<file path="src/hw/nand_ctrl_pkg.sv">
// Purpose: shared constants for the flash control and lock block
// Assumes: 32-bit register words at full byte addresses
// Notes: status bits other than the bad-access flag are placed locally
package nand_ctrl_pkg;
	// register byte addresses
	localparam logic [31:0] ADDR_FLASH_CONTROL = 32'h4E00_0004;
	localparam logic [31:0] ADDR_UNLOCK_START = 32'h4E00_0020;
	localparam logic [31:0] ADDR_UNLOCK_END = 32'h4E00_0024;
	localparam logic [31:0] ADDR_FLASH_STATUS = 32'h4E00_0028;

	// flash_control fields
	localparam int CTL_ENABLE = 0;
	localparam int CTL_CS_A = 1;
	localparam int CTL_CS_B = 2;
	localparam int CTL_SPARE_CLEAR = 4;
	localparam int CTL_MAIN_CLEAR = 5;
	localparam int CTL_SPARE_FREEZE = 6;
	localparam int CTL_MAIN_FREEZE = 7;
	localparam int CTL_RB_EDGE = 8;
	localparam int CTL_RB_IRQ_EN = 9;
	localparam int CTL_BAD_IRQ_EN = 10;
	localparam int CTL_OCTAL_REINIT = 11;
	localparam int CTL_ECC_IRQ_EN = 12;
	localparam int CTL_SOFT_LOCK = 16;
	localparam int CTL_STICKY_LOCK = 17;
	localparam int CTL_ECC_DIR = 18;
	localparam logic [31:0] CTL_RESET = 32'h0001_00C6;
	// bits that hold state; reserved and write-only bits read zero
	localparam logic [31:0] CTL_STORED = 32'h0007_1FC7;

	// flash_status fields
	localparam int STAT_RB_LEVEL = 0;
	localparam int STAT_RB_EVENT = 4;
	localparam int STAT_BAD_ACCESS = 5;
	localparam int STAT_ECC_DONE = 6;

	// block range reset value
	localparam logic [31:0] BLK_RESET = 32'h0000_0000;
	localparam int BLK_W_DOC = 24;
endpackage

</file>
<file path="src/hw/lock_range_check.sv">
// Purpose: decides whether a block address lies in the unlocked window
// Assumes: start inclusive, end exclusive, purely combinational
// Notes: equal bounds mean no unlocked window at all
`timescale 1ns/1ps
module lock_range_check #(
	parameter int BLK_W = 24
) (
	// lock settings
	input wire logic i_lock_on,
	input wire logic [BLK_W-1:0] i_start,
	input wire logic [BLK_W-1:0] i_end,
	// address under test
	input wire logic [BLK_W-1:0] i_block,
	// verdict
	output logic o_allowed
);
	if (BLK_W < 1) begin
		$error("BLK_W must be at least 1");
	end

	always_comb begin
		if (!i_lock_on) begin
			o_allowed = 1'b1;
		end else if (i_start == i_end) begin
			o_allowed = 1'b0;
		end else begin
			o_allowed = (i_block >= i_start) && (i_block < i_end);
		end
	end
endmodule

</file>
<file path="src/hw/nand_ctrl_control_and_lock.sv">
// Purpose: control register, chip selects and write/erase lock of a flash controller
// Assumes: plain register port, read data one cycle after the read strobe
// Notes: a wake from sleep clears the control, range and status flag registers just as reset does, but synchronously
//
// Overview of operation
// - control bit 18 picks ECC direction, 0 decode for reads, 1 encode.
// - sticky lock bit 17 only sets; reset or wake alone clear it.
// - with any lock on, writes/erases outside range are refused, reads pass whenever bit 0 enables.
// - write or erase refused on an enabled controller sets status bit 5 as illegal access.
// - locked with equal start and end means the whole flash is locked.
// - soft lock bit 16 resets to 1 and software changes it freely.
// - bit 12 gates the ECC decode completion interrupt.
// - bit 11 drives reinitialise or stop of the 8-bit ECC engine.
// - bit 10 gates the illegal access interrupt.
// - bit 9 gates the ready/busy transition interrupt.
// - bit 8 picks ready/busy edge, 0 rising, 1 falling.
// - bit 7, reset 1, freezes main-area ECC generation while set.
// - bit 6, reset 1, freezes spare-area ECC generation while set.
// - writing 1 to bit 5 clears the main ECC; the bit reads zero.
// - writing 1 to bit 4 clears the spare ECC.
// - bit 2, reset 1, drives second chip select while bit 1 is 1.
// - bit 1, reset 1, drives first chip select directly.
// - both chip selects are never asserted together.
// - boot drives first chip select; its bit counts only when enabled.
// - bit 0 enables the controller; disabled means no flash operations.
// - control register resets to 0x000100C6.
// - range registers writable under soft lock, frozen once sticky lock set.
`timescale 1ns/1ps
module nand_ctrl_control_and_lock
	import nand_ctrl_pkg::*;
#(
	parameter int BLK_W = BLK_W_DOC
) (
	// clock and reset
	input wire logic i_clk,
	input wire logic i_rst,
	input wire logic i_wake,
	// register port
	input wire logic [31:0] i_addr,
	input wire logic [31:0] i_wdata,
	input wire logic i_wr,
	input wire logic i_rd,
	output logic [31:0] o_rdata,
	// command check from the sequencer
	input wire logic i_cmd_valid,
	input wire logic i_cmd_modify,
	input wire logic [BLK_W-1:0] i_cmd_block,
	output logic o_cmd_grant,
	output logic o_cmd_deny,
	// boot and flash status inputs
	input wire logic i_boot_active,
	input wire logic i_boot_cs_a_n,
	input wire logic i_ready_busy_input,
	input wire logic i_ecc_done,
	// flash chip selects, active low
	output logic o_chip_sel_a_out_n,
	output logic o_chip_sel_b_out_n,
	// ECC engine control
	output logic o_enable,
	output logic o_ecc_encode,
	output logic o_main_ecc_freeze,
	output logic o_spare_ecc_freeze,
	output logic o_main_ecc_clear,
	output logic o_spare_ecc_clear,
	output logic o_octal_ecc_reinit,
	// gated event lines
	output logic o_ecc_done_irq,
	output logic o_bad_access_irq,
	output logic o_ready_busy_irq
);
	// refuse widths that the range registers and the read port cannot carry
	if (BLK_W < 1 || BLK_W > 32) begin
		$error("BLK_W must lie between 1 and 32");
	end
	// the reset value may only touch bits that are stored
	if ((CTL_RESET & ~CTL_STORED) != 32'h0000_0000) begin
		$error("control reset value sets bits that are not stored");
	end

	////////////////////////////////////////////////////////////////////////////
	// decode

	logic wr_ctl;
	logic wr_start;
	logic wr_end;
	logic wr_stat;
	// full addresses are compared, so aliases of the block are ignored
	assign wr_ctl = i_wr && (i_addr == ADDR_FLASH_CONTROL);
	assign wr_start = i_wr && (i_addr == ADDR_UNLOCK_START);
	assign wr_end = i_wr && (i_addr == ADDR_UNLOCK_END);
	assign wr_stat = i_wr && (i_addr == ADDR_FLASH_STATUS);

	////////////////////////////////////////////////////////////////////////////
	// flash_control

	logic [31:0] ctl_reg;
	logic [31:0] ctl_next;

	always_comb begin
		ctl_next = ctl_reg;
		if (wr_ctl) begin
			// reserved and write-only bits are dropped; leaves 15:13 at zero
			ctl_next = i_wdata & CTL_STORED;
			// sticky lock: a written 0 cannot clear it
			ctl_next[CTL_STICKY_LOCK] = ctl_reg[CTL_STICKY_LOCK]
				| i_wdata[CTL_STICKY_LOCK];
		end
	end

	always_ff @(posedge i_clk or posedge i_rst) begin
		if (i_rst) begin
			ctl_reg <= CTL_RESET;
		end else if (i_wake) begin
			// wake clears at a clock edge, unlike the asynchronous reset
			ctl_reg <= CTL_RESET;
		end else begin
			ctl_reg <= ctl_next;
		end
	end

	logic soft_lock;
	logic sticky_lock;
	logic lock_on;
	assign soft_lock = ctl_reg[CTL_SOFT_LOCK];
	assign sticky_lock = ctl_reg[CTL_STICKY_LOCK];
	// either lock alone is enough to guard the block range
	assign lock_on = soft_lock | sticky_lock;

	////////////////////////////////////////////////////////////////////////////
	// unlocked block range

	logic [BLK_W-1:0] start_reg;
	logic [BLK_W-1:0] end_reg;

	always_ff @(posedge i_clk or posedge i_rst) begin
		if (i_rst) begin
			start_reg <= BLK_RESET[BLK_W-1:0];
			end_reg <= BLK_RESET[BLK_W-1:0];
		end else if (i_wake) begin
			start_reg <= BLK_RESET[BLK_W-1:0];
			end_reg <= BLK_RESET[BLK_W-1:0];
		// the sticky lock freezes the window until reset or wake
		end else if (!sticky_lock) begin
			if (wr_start) begin
				start_reg <= i_wdata[BLK_W-1:0];
			end
			if (wr_end) begin
				end_reg <= i_wdata[BLK_W-1:0];
			end
		end
	end

	////////////////////////////////////////////////////////////////////////////
	// command check

	logic range_ok;

	lock_range_check #(
		.BLK_W(BLK_W)
	) u_range (
		.i_lock_on(lock_on),
		.i_start(start_reg),
		.i_end(end_reg),
		.i_block(i_cmd_block),
		.o_allowed(range_ok)
	);

	// a disabled controller refuses every command but records no fault
	logic bad_access;
	logic cmd_ok;
	// reads pass anywhere; modify commands must land in the window
	assign bad_access = i_cmd_valid && ctl_reg[CTL_ENABLE] && i_cmd_modify && !range_ok;
	assign cmd_ok = i_cmd_valid && ctl_reg[CTL_ENABLE] && (!i_cmd_modify || range_ok);

	always_ff @(posedge i_clk or posedge i_rst) begin
		if (i_rst) begin
			o_cmd_grant <= 1'b0;
			o_cmd_deny <= 1'b0;
		end else begin
			o_cmd_grant <= cmd_ok;
			o_cmd_deny <= i_cmd_valid && !cmd_ok;
		end
	end

	////////////////////////////////////////////////////////////////////////////
	// ready/busy edge detect

	logic rb_prev_reg;
	logic rb_edge;

	always_ff @(posedge i_clk or posedge i_rst) begin
		if (i_rst) begin
			// ready level, so leaving reset gives no false edge
			rb_prev_reg <= 1'b1;
		end else begin
			rb_prev_reg <= i_ready_busy_input;
		end
	end

	assign rb_edge = ctl_reg[CTL_RB_EDGE]
		? (rb_prev_reg && !i_ready_busy_input)
		: (!rb_prev_reg && i_ready_busy_input);

	////////////////////////////////////////////////////////////////////////////
	// flash_status: sticky events, write 1 to clear, set wins

	// flags also clear on wake; the level bit follows the pin directly
	logic bad_flag_reg;
	logic rb_flag_reg;
	logic ecc_flag_reg;

	always_ff @(posedge i_clk or posedge i_rst) begin
		if (i_rst) begin
			bad_flag_reg <= 1'b0;
			rb_flag_reg <= 1'b0;
			ecc_flag_reg <= 1'b0;
		end else if (i_wake) begin
			bad_flag_reg <= 1'b0;
			rb_flag_reg <= 1'b0;
			ecc_flag_reg <= 1'b0;
		end else begin
			if (bad_access) begin
				bad_flag_reg <= 1'b1;
			end else if (wr_stat && i_wdata[STAT_BAD_ACCESS]) begin
				bad_flag_reg <= 1'b0;
			end
			if (rb_edge) begin
				rb_flag_reg <= 1'b1;
			end else if (wr_stat && i_wdata[STAT_RB_EVENT]) begin
				rb_flag_reg <= 1'b0;
			end
			if (i_ecc_done) begin
				ecc_flag_reg <= 1'b1;
			end else if (wr_stat && i_wdata[STAT_ECC_DONE]) begin
				ecc_flag_reg <= 1'b0;
			end
		end
	end

	always_ff @(posedge i_clk or posedge i_rst) begin
		if (i_rst) begin
			o_ecc_done_irq <= 1'b0;
			o_bad_access_irq <= 1'b0;
			o_ready_busy_irq <= 1'b0;
		end else begin
			// event lines lag their flags by one cycle
			o_ecc_done_irq <= ecc_flag_reg && ctl_reg[CTL_ECC_IRQ_EN];
			o_bad_access_irq <= bad_flag_reg && ctl_reg[CTL_BAD_IRQ_EN];
			o_ready_busy_irq <= rb_flag_reg && ctl_reg[CTL_RB_IRQ_EN];
		end
	end

	////////////////////////////////////////////////////////////////////////////
	// chip selects

	// boot logic owns the first select while it is active
	logic cs_a_n;
	logic cs_b_n;

	always_comb begin
		if (i_boot_active) begin
			cs_a_n = i_boot_cs_a_n;
			cs_b_n = 1'b1;
		end else if (!ctl_reg[CTL_ENABLE]) begin
			cs_a_n = 1'b1;
			cs_b_n = 1'b1;
		end else begin
			cs_a_n = ctl_reg[CTL_CS_A];
			// second select yields whenever the first is requested
			cs_b_n = ctl_reg[CTL_CS_B] | ~ctl_reg[CTL_CS_A];
		end
	end

	always_ff @(posedge i_clk or posedge i_rst) begin
		if (i_rst) begin
			o_chip_sel_a_out_n <= 1'b1;
			o_chip_sel_b_out_n <= 1'b1;
		end else begin
			o_chip_sel_a_out_n <= cs_a_n;
			o_chip_sel_b_out_n <= cs_b_n;
		end
	end

	////////////////////////////////////////////////////////////////////////////
	// ECC engine controls

	always_ff @(posedge i_clk or posedge i_rst) begin
		if (i_rst) begin
			o_enable <= 1'b0;
			o_ecc_encode <= 1'b0;
			o_main_ecc_freeze <= 1'b1;
			o_spare_ecc_freeze <= 1'b1;
			o_octal_ecc_reinit <= 1'b0;
		end else begin
			// next value, so these settle in the cycle after the write
			o_enable <= ctl_next[CTL_ENABLE];
			o_ecc_encode <= ctl_next[CTL_ECC_DIR];
			o_main_ecc_freeze <= ctl_next[CTL_MAIN_FREEZE];
			o_spare_ecc_freeze <= ctl_next[CTL_SPARE_FREEZE];
			o_octal_ecc_reinit <= ctl_next[CTL_OCTAL_REINIT];
		end
	end

	always_ff @(posedge i_clk or posedge i_rst) begin
		if (i_rst) begin
			o_main_ecc_clear <= 1'b0;
			o_spare_ecc_clear <= 1'b0;
		end else begin
			// one pulse per write of 1; the bits themselves are not stored
			o_main_ecc_clear <= wr_ctl && i_wdata[CTL_MAIN_CLEAR];
			o_spare_ecc_clear <= wr_ctl && i_wdata[CTL_SPARE_CLEAR];
		end
	end

	////////////////////////////////////////////////////////////////////////////
	// read port

	// read data stand for one cycle only, zero otherwise
	logic [31:0] rd_mux;
	logic [31:0] stat_word;

	always_comb begin
		stat_word = 32'h0000_0000;
		stat_word[STAT_RB_LEVEL] = i_ready_busy_input;
		stat_word[STAT_RB_EVENT] = rb_flag_reg;
		stat_word[STAT_BAD_ACCESS] = bad_flag_reg;
		stat_word[STAT_ECC_DONE] = ecc_flag_reg;
		unique case (i_addr)
			ADDR_FLASH_CONTROL: rd_mux = ctl_reg;
			ADDR_UNLOCK_START: rd_mux = 32'(start_reg);
			ADDR_UNLOCK_END: rd_mux = 32'(end_reg);
			ADDR_FLASH_STATUS: rd_mux = stat_word;
			default: rd_mux = 32'h0000_0000;
		endcase
	end

	always_ff @(posedge i_clk or posedge i_rst) begin
		if (i_rst) begin
			o_rdata <= 32'h0000_0000;
		end else if (i_rd) begin
			o_rdata <= rd_mux;
		end else begin
			o_rdata <= 32'h0000_0000;
		end
	end
endmodule

</file>
<file path="config.mk">
export PLATFORM = sky130hd
export DESIGN_NAME = nand_ctrl_control_and_lock
export DESIGN_NICKNAME = d
export VERILOG_FILES = /design/src/hw/nand_ctrl_pkg.sv /design/src/hw/lock_range_check.sv /design/src/hw/nand_ctrl_control_and_lock.sv
export SDC_FILE = /design/constraint.sdc
export NUM_CORES = 1
export LEC_CHECK = 0
export ABC_AREA = 1
export BUFFER_PORTS_ARGS = -buffer_cell sky130_fd_sc_hd__buf_2
export CORE_ASPECT_RATIO = 0.8
export CORE_MARGIN = 4
export CORE_UTILIZATION = 50
export CTS_CLUSTER_SIZE = 40
export DETAILED_ROUTE_END_ITERATION = 12
export PLACE_DENSITY = 0.84
export SLEW_MARGIN = 5
export SYNTH_ARGS = -nofsm -noshare
export SYNTH_HDL_FRONTEND = slang
export SYNTH_SLANG_ARGS = --single-unit
</file>
<file path="constraint.sdc">
create_clock -name i_clk -period 2.8 [get_ports i_clk]
set_clock_uncertainty 0.2 [all_clocks]
set_input_delay 0.14 -clock i_clk [delete_from_list [all_inputs] [get_ports i_clk]]
set_output_delay 0.14 -clock i_clk [all_outputs]
set_load 0.05 [all_outputs]
</file>
=== Word-level counts from Yosys, hierarchy flattened ===
Index checks and enable logic that the tools add are counted.
Widths: inputs -> output; s select.

* Logic and storage cells: 95
* Register bits after elaboration: 130

* Equality and inequality tests: 6
* Reductions and logical operators: 34
* Bitwise operators: 4
* Multiplexer cells: 26
* $lt $le $gt $ge: 2

{| class="wikitable"
|+ Operator list
! operator !! count
|-
| $mux 24 || 6
|-
| $eq 32x31->1 const B || 4
|-
| $pmux 32 s4 || 1
|-
| $mux 32 || 3
|-
| $eq 24x24->1 || 1
|-
| $ge 24x24->1 || 1
|-
| $lt 24x24->1 || 1
|-
| $logic_and 1x1->1 || 20
|-
| $mux 1 || 16
|-
| $reduce_bool 3->1 || 3
|-
| $reduce_bool 2->1 || 3
|-
| $logic_not 1->1 || 5
|-
| $reduce_and 2->1 || 2
|-
| $or 1x1->1 || 3
|-
| $ne 2x2->1 const B || 1
|-
| $logic_or 1x1->1 || 1
|-
| $not 1->1 || 1
|}

=== Longest topological paths before layout ===
* Depth in word-level cells: 8
* Depth in mapped cells: 14
* Gate-level depth less buffers: 14

=== By module ===
A second synthesis with hierarchy kept.

* Cell total of the unflattened synthesis: 877
* Area total of the unflattened synthesis: 6,451.2 sq um

{| class="wikitable"
|+ By module, submodules not included
! module !! area an instance (sq um) !! seq. area each (sq um) !! times used !! cells each
|-
| nand_ctrl_control_and_lock || 4,869.7 || 2,615.0 || 1 || 621
|-
| lock_range_check || 1,581.5 || 0.0 || 1 || 256
|}

=== Worst setup path before layout ===
No wires, ideal clock.

* Path kind: reg2reg
* Start point: register start_reg[23]
* End point: register o_cmd_deny
* Arrival: 1.458 ns
* Path buffers: 0
* Cell stages (with the launch flop): 12
* Library setup time: 0.121 ns
* Slack: 1.022 ns
* Clock period less this slack: 1.778 ns
* Path through: dfrtp_1 inv_1 ha_1 nand2_1 nor2_1 nand4_1 a21oi_1 nor2_1 nand2_1 nand3_1 a21oi_1 nor2_1

* Cells in the longest elaborated chain, start to end: 8

{| class="wikitable"
|+ Ends and longest elaborated chain
! what !! RTL line !! text
|-
| from (decl) || nand_ctrl_control_and_lock.sv:132 || <nowiki>logic [BLK_W-1:0] start_reg;</nowiki>
|-
| from (signal assigned) || nand_ctrl_control_and_lock.sv:137 || <nowiki>start_reg <= BLK_RESET[BLK_W-1:0];</nowiki>
|-
| from (signal assigned) || nand_ctrl_control_and_lock.sv:140 || <nowiki>start_reg <= BLK_RESET[BLK_W-1:0];</nowiki>
|-
| from (signal assigned) || nand_ctrl_control_and_lock.sv:145 || <nowiki>start_reg <= i_wdata[BLK_W-1:0];</nowiki>
|-
| $ge 24x24->1 || lock_range_check.sv:27 || <nowiki>o_allowed = (i_block >= i_start) && (i_block < i_end);</nowiki>
|-
| $logic_and 1x1->1 || lock_range_check.sv:27 ||
|-
| $mux 1 (*) || lock_range_check.sv:24 || <nowiki>end else if (i_start == i_end) begin</nowiki>
|-
| $mux 1 (*) || lock_range_check.sv:22 || <nowiki>if (!i_lock_on) begin</nowiki>
|-
| $logic_or 1x1->1 (*) || nand_ctrl_control_and_lock.sv:173 || <nowiki>assign cmd_ok = i_cmd_valid && ctl_reg[CTL_ENABLE] && (!i_cmd_modify || range_ok);</nowiki>
|-
| $logic_and 1x1->1 (*) || nand_ctrl_control_and_lock.sv:173 ||
|-
| via cmd_ok || nand_ctrl_control_and_lock.sv:170 || <nowiki>logic cmd_ok;</nowiki>
|-
| $logic_not 1->1 (*) || nand_ctrl_control_and_lock.sv:181 || <nowiki>o_cmd_deny <= i_cmd_valid && !cmd_ok;</nowiki>
|-
| $logic_and 1x1->1 (*) || nand_ctrl_control_and_lock.sv:181 ||
|-
| to (signal assigned) || nand_ctrl_control_and_lock.sv:181 ||
|-
| to (decl) || nand_ctrl_control_and_lock.sv:49 || <nowiki>output logic o_cmd_deny,</nowiki>
|}

The timed path passes the listed nets; every way through them passes the cells marked *.
A chain may end at the register's enable or synchronous reset.

=== Worst setup path in the final report ===
* Start point: register end_reg[21]
* End point: register o_cmd_deny

* Cells in the longest elaborated chain, start to end: 8

{| class="wikitable"
|+ Ends and longest elaborated chain
! what !! RTL line !! text
|-
| from (decl) || nand_ctrl_control_and_lock.sv:133 || <nowiki>logic [BLK_W-1:0] end_reg;</nowiki>
|-
| from (signal assigned) || nand_ctrl_control_and_lock.sv:138 || <nowiki>end_reg <= BLK_RESET[BLK_W-1:0];</nowiki>
|-
| from (signal assigned) || nand_ctrl_control_and_lock.sv:141 || <nowiki>end_reg <= BLK_RESET[BLK_W-1:0];</nowiki>
|-
| from (signal assigned) || nand_ctrl_control_and_lock.sv:148 || <nowiki>end_reg <= i_wdata[BLK_W-1:0];</nowiki>
|-
| $lt 24x24->1 || lock_range_check.sv:27 ||
|-
| $logic_and 1x1->1 || lock_range_check.sv:27 ||
|-
| $mux 1 (*) || lock_range_check.sv:24 ||
|-
| $mux 1 (*) || lock_range_check.sv:22 ||
|-
| $logic_or 1x1->1 (*) || nand_ctrl_control_and_lock.sv:173 ||
|-
| $logic_and 1x1->1 (*) || nand_ctrl_control_and_lock.sv:173 ||
|-
| via cmd_ok || nand_ctrl_control_and_lock.sv:170 ||
|-
| $logic_not 1->1 (*) || nand_ctrl_control_and_lock.sv:181 ||
|-
| $logic_and 1x1->1 (*) || nand_ctrl_control_and_lock.sv:181 ||
|}

Marked as above.

==> impl_metrics.tcl <==
set metrics [dict create \
    status "complete, no violations" \
    synth_cells 787 \
    cp-end-kind "flip-flop" \
    vias 5661 \
    syn_nets 933 \
    cts_sinks 104 \
    instances_no_fill 1131 \
    synth.avg_cell_area_sq_um 8.03 \
    peakVddDrop_uv 278 \
    ant_nets 0 \
    final-seq-area_sq_mm 0.00262 \
    nets 1101 \
    synth.area.top_cells "dfrtp_1, nand2_1, ha_1" \
    routedWlPerCell_um 14.9 \
    insertion_delay_ns 0.36 \
    finalPower_uw 3310 \
    dr.pass1.iters 8 \
    powerDensity_mw_per_mm2 421 \
    crit_type "flip-flop to flip-flop" \
    min_period_over_period_pct 95.4 \
    path_clk_slew_ns 0.07 \
    drt_iter0_drc 477 \
    grt_max_degree 67 \
    place_inst 1074 \
    grt_pass1_vias 5504 \
    cts_max_level 3 \
    start_kind "flip-flop" \
    synth_area_sq_mm 0.00632 \
    ys_seq_elements 104 \
    dp_hpwl_mm 12.2 \
    slew_viol_final 0 \
    tritoncts "built" \
    dieArea_sq_mm 0.0145 \
    final_cell_mix "nand2_1, buf_2, inv_1" \
    setup_viol 0 \
    largest_reg_flops 25 \
    route.detailed.drc 0 \
    n_antenna_cell 0 \
    slew_headroom_pct 40.3 \
    synthDistinctLibCells 45 \
    fill_cells 1064 \
    power_leakage_uw 0.00404 \
    synth_flop_cell "dfrtp_1" \
    grt_usage_pct 23.7 \
    post-route-util_pct 64.0 \
    drt_wl_total_mm 16.8 \
    core_area_sq_mm 0.0123 \
    initial_utilization_pct 51.6 \
    die_y_um 109 \
    hp-class "input pin to flip-flop" \
    min_from "i_wake" \
    cp.arrival_ns 2.71 \
    area_growth_pct 24.1 \
    clock_path_buffers 2 \
    worst_slew_pin_slew_ns 0.892 \
    cp_max_fo 3 \
    synth_top_area_share_pct 37.2 \
    cp.required_ns 2.84 \
    fmax_ghz 0.374 \
    synth_top_area_cell "dfrtp_1" \
    grt-ovfl-total 0 \
    antenna_found_initial 0 \
    startpoint "end_reg[21]$_DFFE_PP0P_" \
    drive_gt1_share_pct 25.4 \
    ios 145 \
    synth_edf_count 0 \
    drv_cap 0 \
    finalCriticalPeriod_ns 2.67 \
    vias_per_cell 5.01 \
    grt_pass1_wl_mm 27.1 \
    hold_viol_final 0 \
    async_flop_share_pct 100 \
    cts_buffers 9 \
    cts_root_buf "clkbuf_16" \
    final_common_cell "nand2_1" \
    portBuffers 136 \
    multi_input_area_sq_mm 0.00306 \
    gpl.final_weighted_congestion 0.933 \
    yosysWarnings 0 \
    r2r-start "end_reg[21]$_DFFE_PP0P_" \
    ys_seq_area_share_pct 41.4 \
    die_x_um 134 \
    rows 36 \
    hold_slack_ns 0.0338 \
]
[critical path, cell delays in order, from the launching register on]
cell and delay, ns:
dfrtp_1 0.40, inv_1 0.13, ha_1 0.28, a21oi_1 0.15, o21ai_0 0.09, nor2_1 0.14, nand2_1 0.07, a21oi_1 0.16
nand3_2 0.14, a21oi_2 0.21, nor2_1 0.05, dlygate4sd3_1 0.55
[final cells by class]
cell class	count	share of cell area, %
clock buffer	10	2.92
clock inverter	6	1.24
inverter	125	6.05
multi-input combinational	530	39.0
sequential	104	33.3
tap	171	2.73
timing repair buffer	185	14.7
[worst paths after layout]
kind | slack, ns | depth (start not counted) | endpoint
hold reg to reg | 0.29 | 1 | o_chip_sel_b_out_n$_DFF_PP1_
setup / recovery | 0.13 | 11 | o_cmd_deny$_DFF_PP0_
hold / removal | 0.03 | 4 | ctl_reg[8]$_DFFE_PP0P_
min in group asynchronous | 0.29 | 3 | start_reg[7]$_DFFE_PP0P_
setup reg to reg | 0.13 | 11 | o_cmd_deny$_DFF_PP0_
max in group asynchronous | 1.30 | 4 | rb_prev_reg$_DFF_PP1_
[cell families (layout without fill, tap and decap cells)]
logic type,Yosys count,after routing,share of synthesized area [%]
xor gates and xnor gates,24,24,3.33
other,1,1,0.0593
AOI/OAI and AO/OA,96,96,9.66
and+or+nand+nor,362,362,25.8
adders and majority gates,47,47,9.30
buffers and inverters,153,326,10.5
DFF,104,104,41.4
[report_power, final]
group          switching (uW)  internal, uW  leakage [uW]
clock                     586           799      0.000160
combinational             237           160       0.00247
sequential               10.2          1510       0.00141
total                     834          2470       0.00404
[per-layer routing]
layer | track usage [%] | vias to the layer above | wire length [um]
met5 | 0 | - | 0
met4 | 4.99 | 0 | 208
met3 | 6.14 | 25 | 1610
met2 | 38.2 | 224 | 7560
met1 | 32.7 | 2617 | 7450
li1 | - | 2795 | -
[timing repair]
action | in CTS | in global routing
resized for setup | 0 | 4
setup endpoints to repair | 0 | 1
hold endpoints to repair | 101 | 0
setup buffers | 0 | 4
hold buffers | 37 | 0
[Yosys cell counts, types with 2 or more instances]
cell / n
o21ai_2: 17
o22ai_1: 15
nand3_2: 2
or2_2: 2
a21oi_1: 23
dfstp_2: 10
o21ai_1: 7
nor2_8: 2
nand2_4: 3
ha_1: 47
nor2_2: 23
nor3_1: 5
inv_1: 118
buf_6: 5
xnor2_1: 20
buf_2: 10
and3_1: 2
dfrtp_1: 94
nand3_1: 17
buf_4: 7
nand4_1: 14
xor2_1: 4
a21o_1: 2
and2_1: 2
nor2_1: 97
o21ai_0: 24
nand3_4: 2
o21a_1: 2
o211ai_2: 3
inv_2: 6
clkbuf_1: 4
nand2_1: 185
[per-stage QoR]
stage | area, sq um | setup TNS [ns] | setup slack [ns]
after floorplan | 6320 | 0 | 1.02
after global placement | 7100 | 0 | 0.620
after detailed placement | 7100 | 0 | 0.564
after CTS | 7800 | 0 | 0.0760
after global routing | 7840 | -0.00930 | -0.00930
final | 7840 | 0 | 0.128
Power figures use the tool's default switching activity.
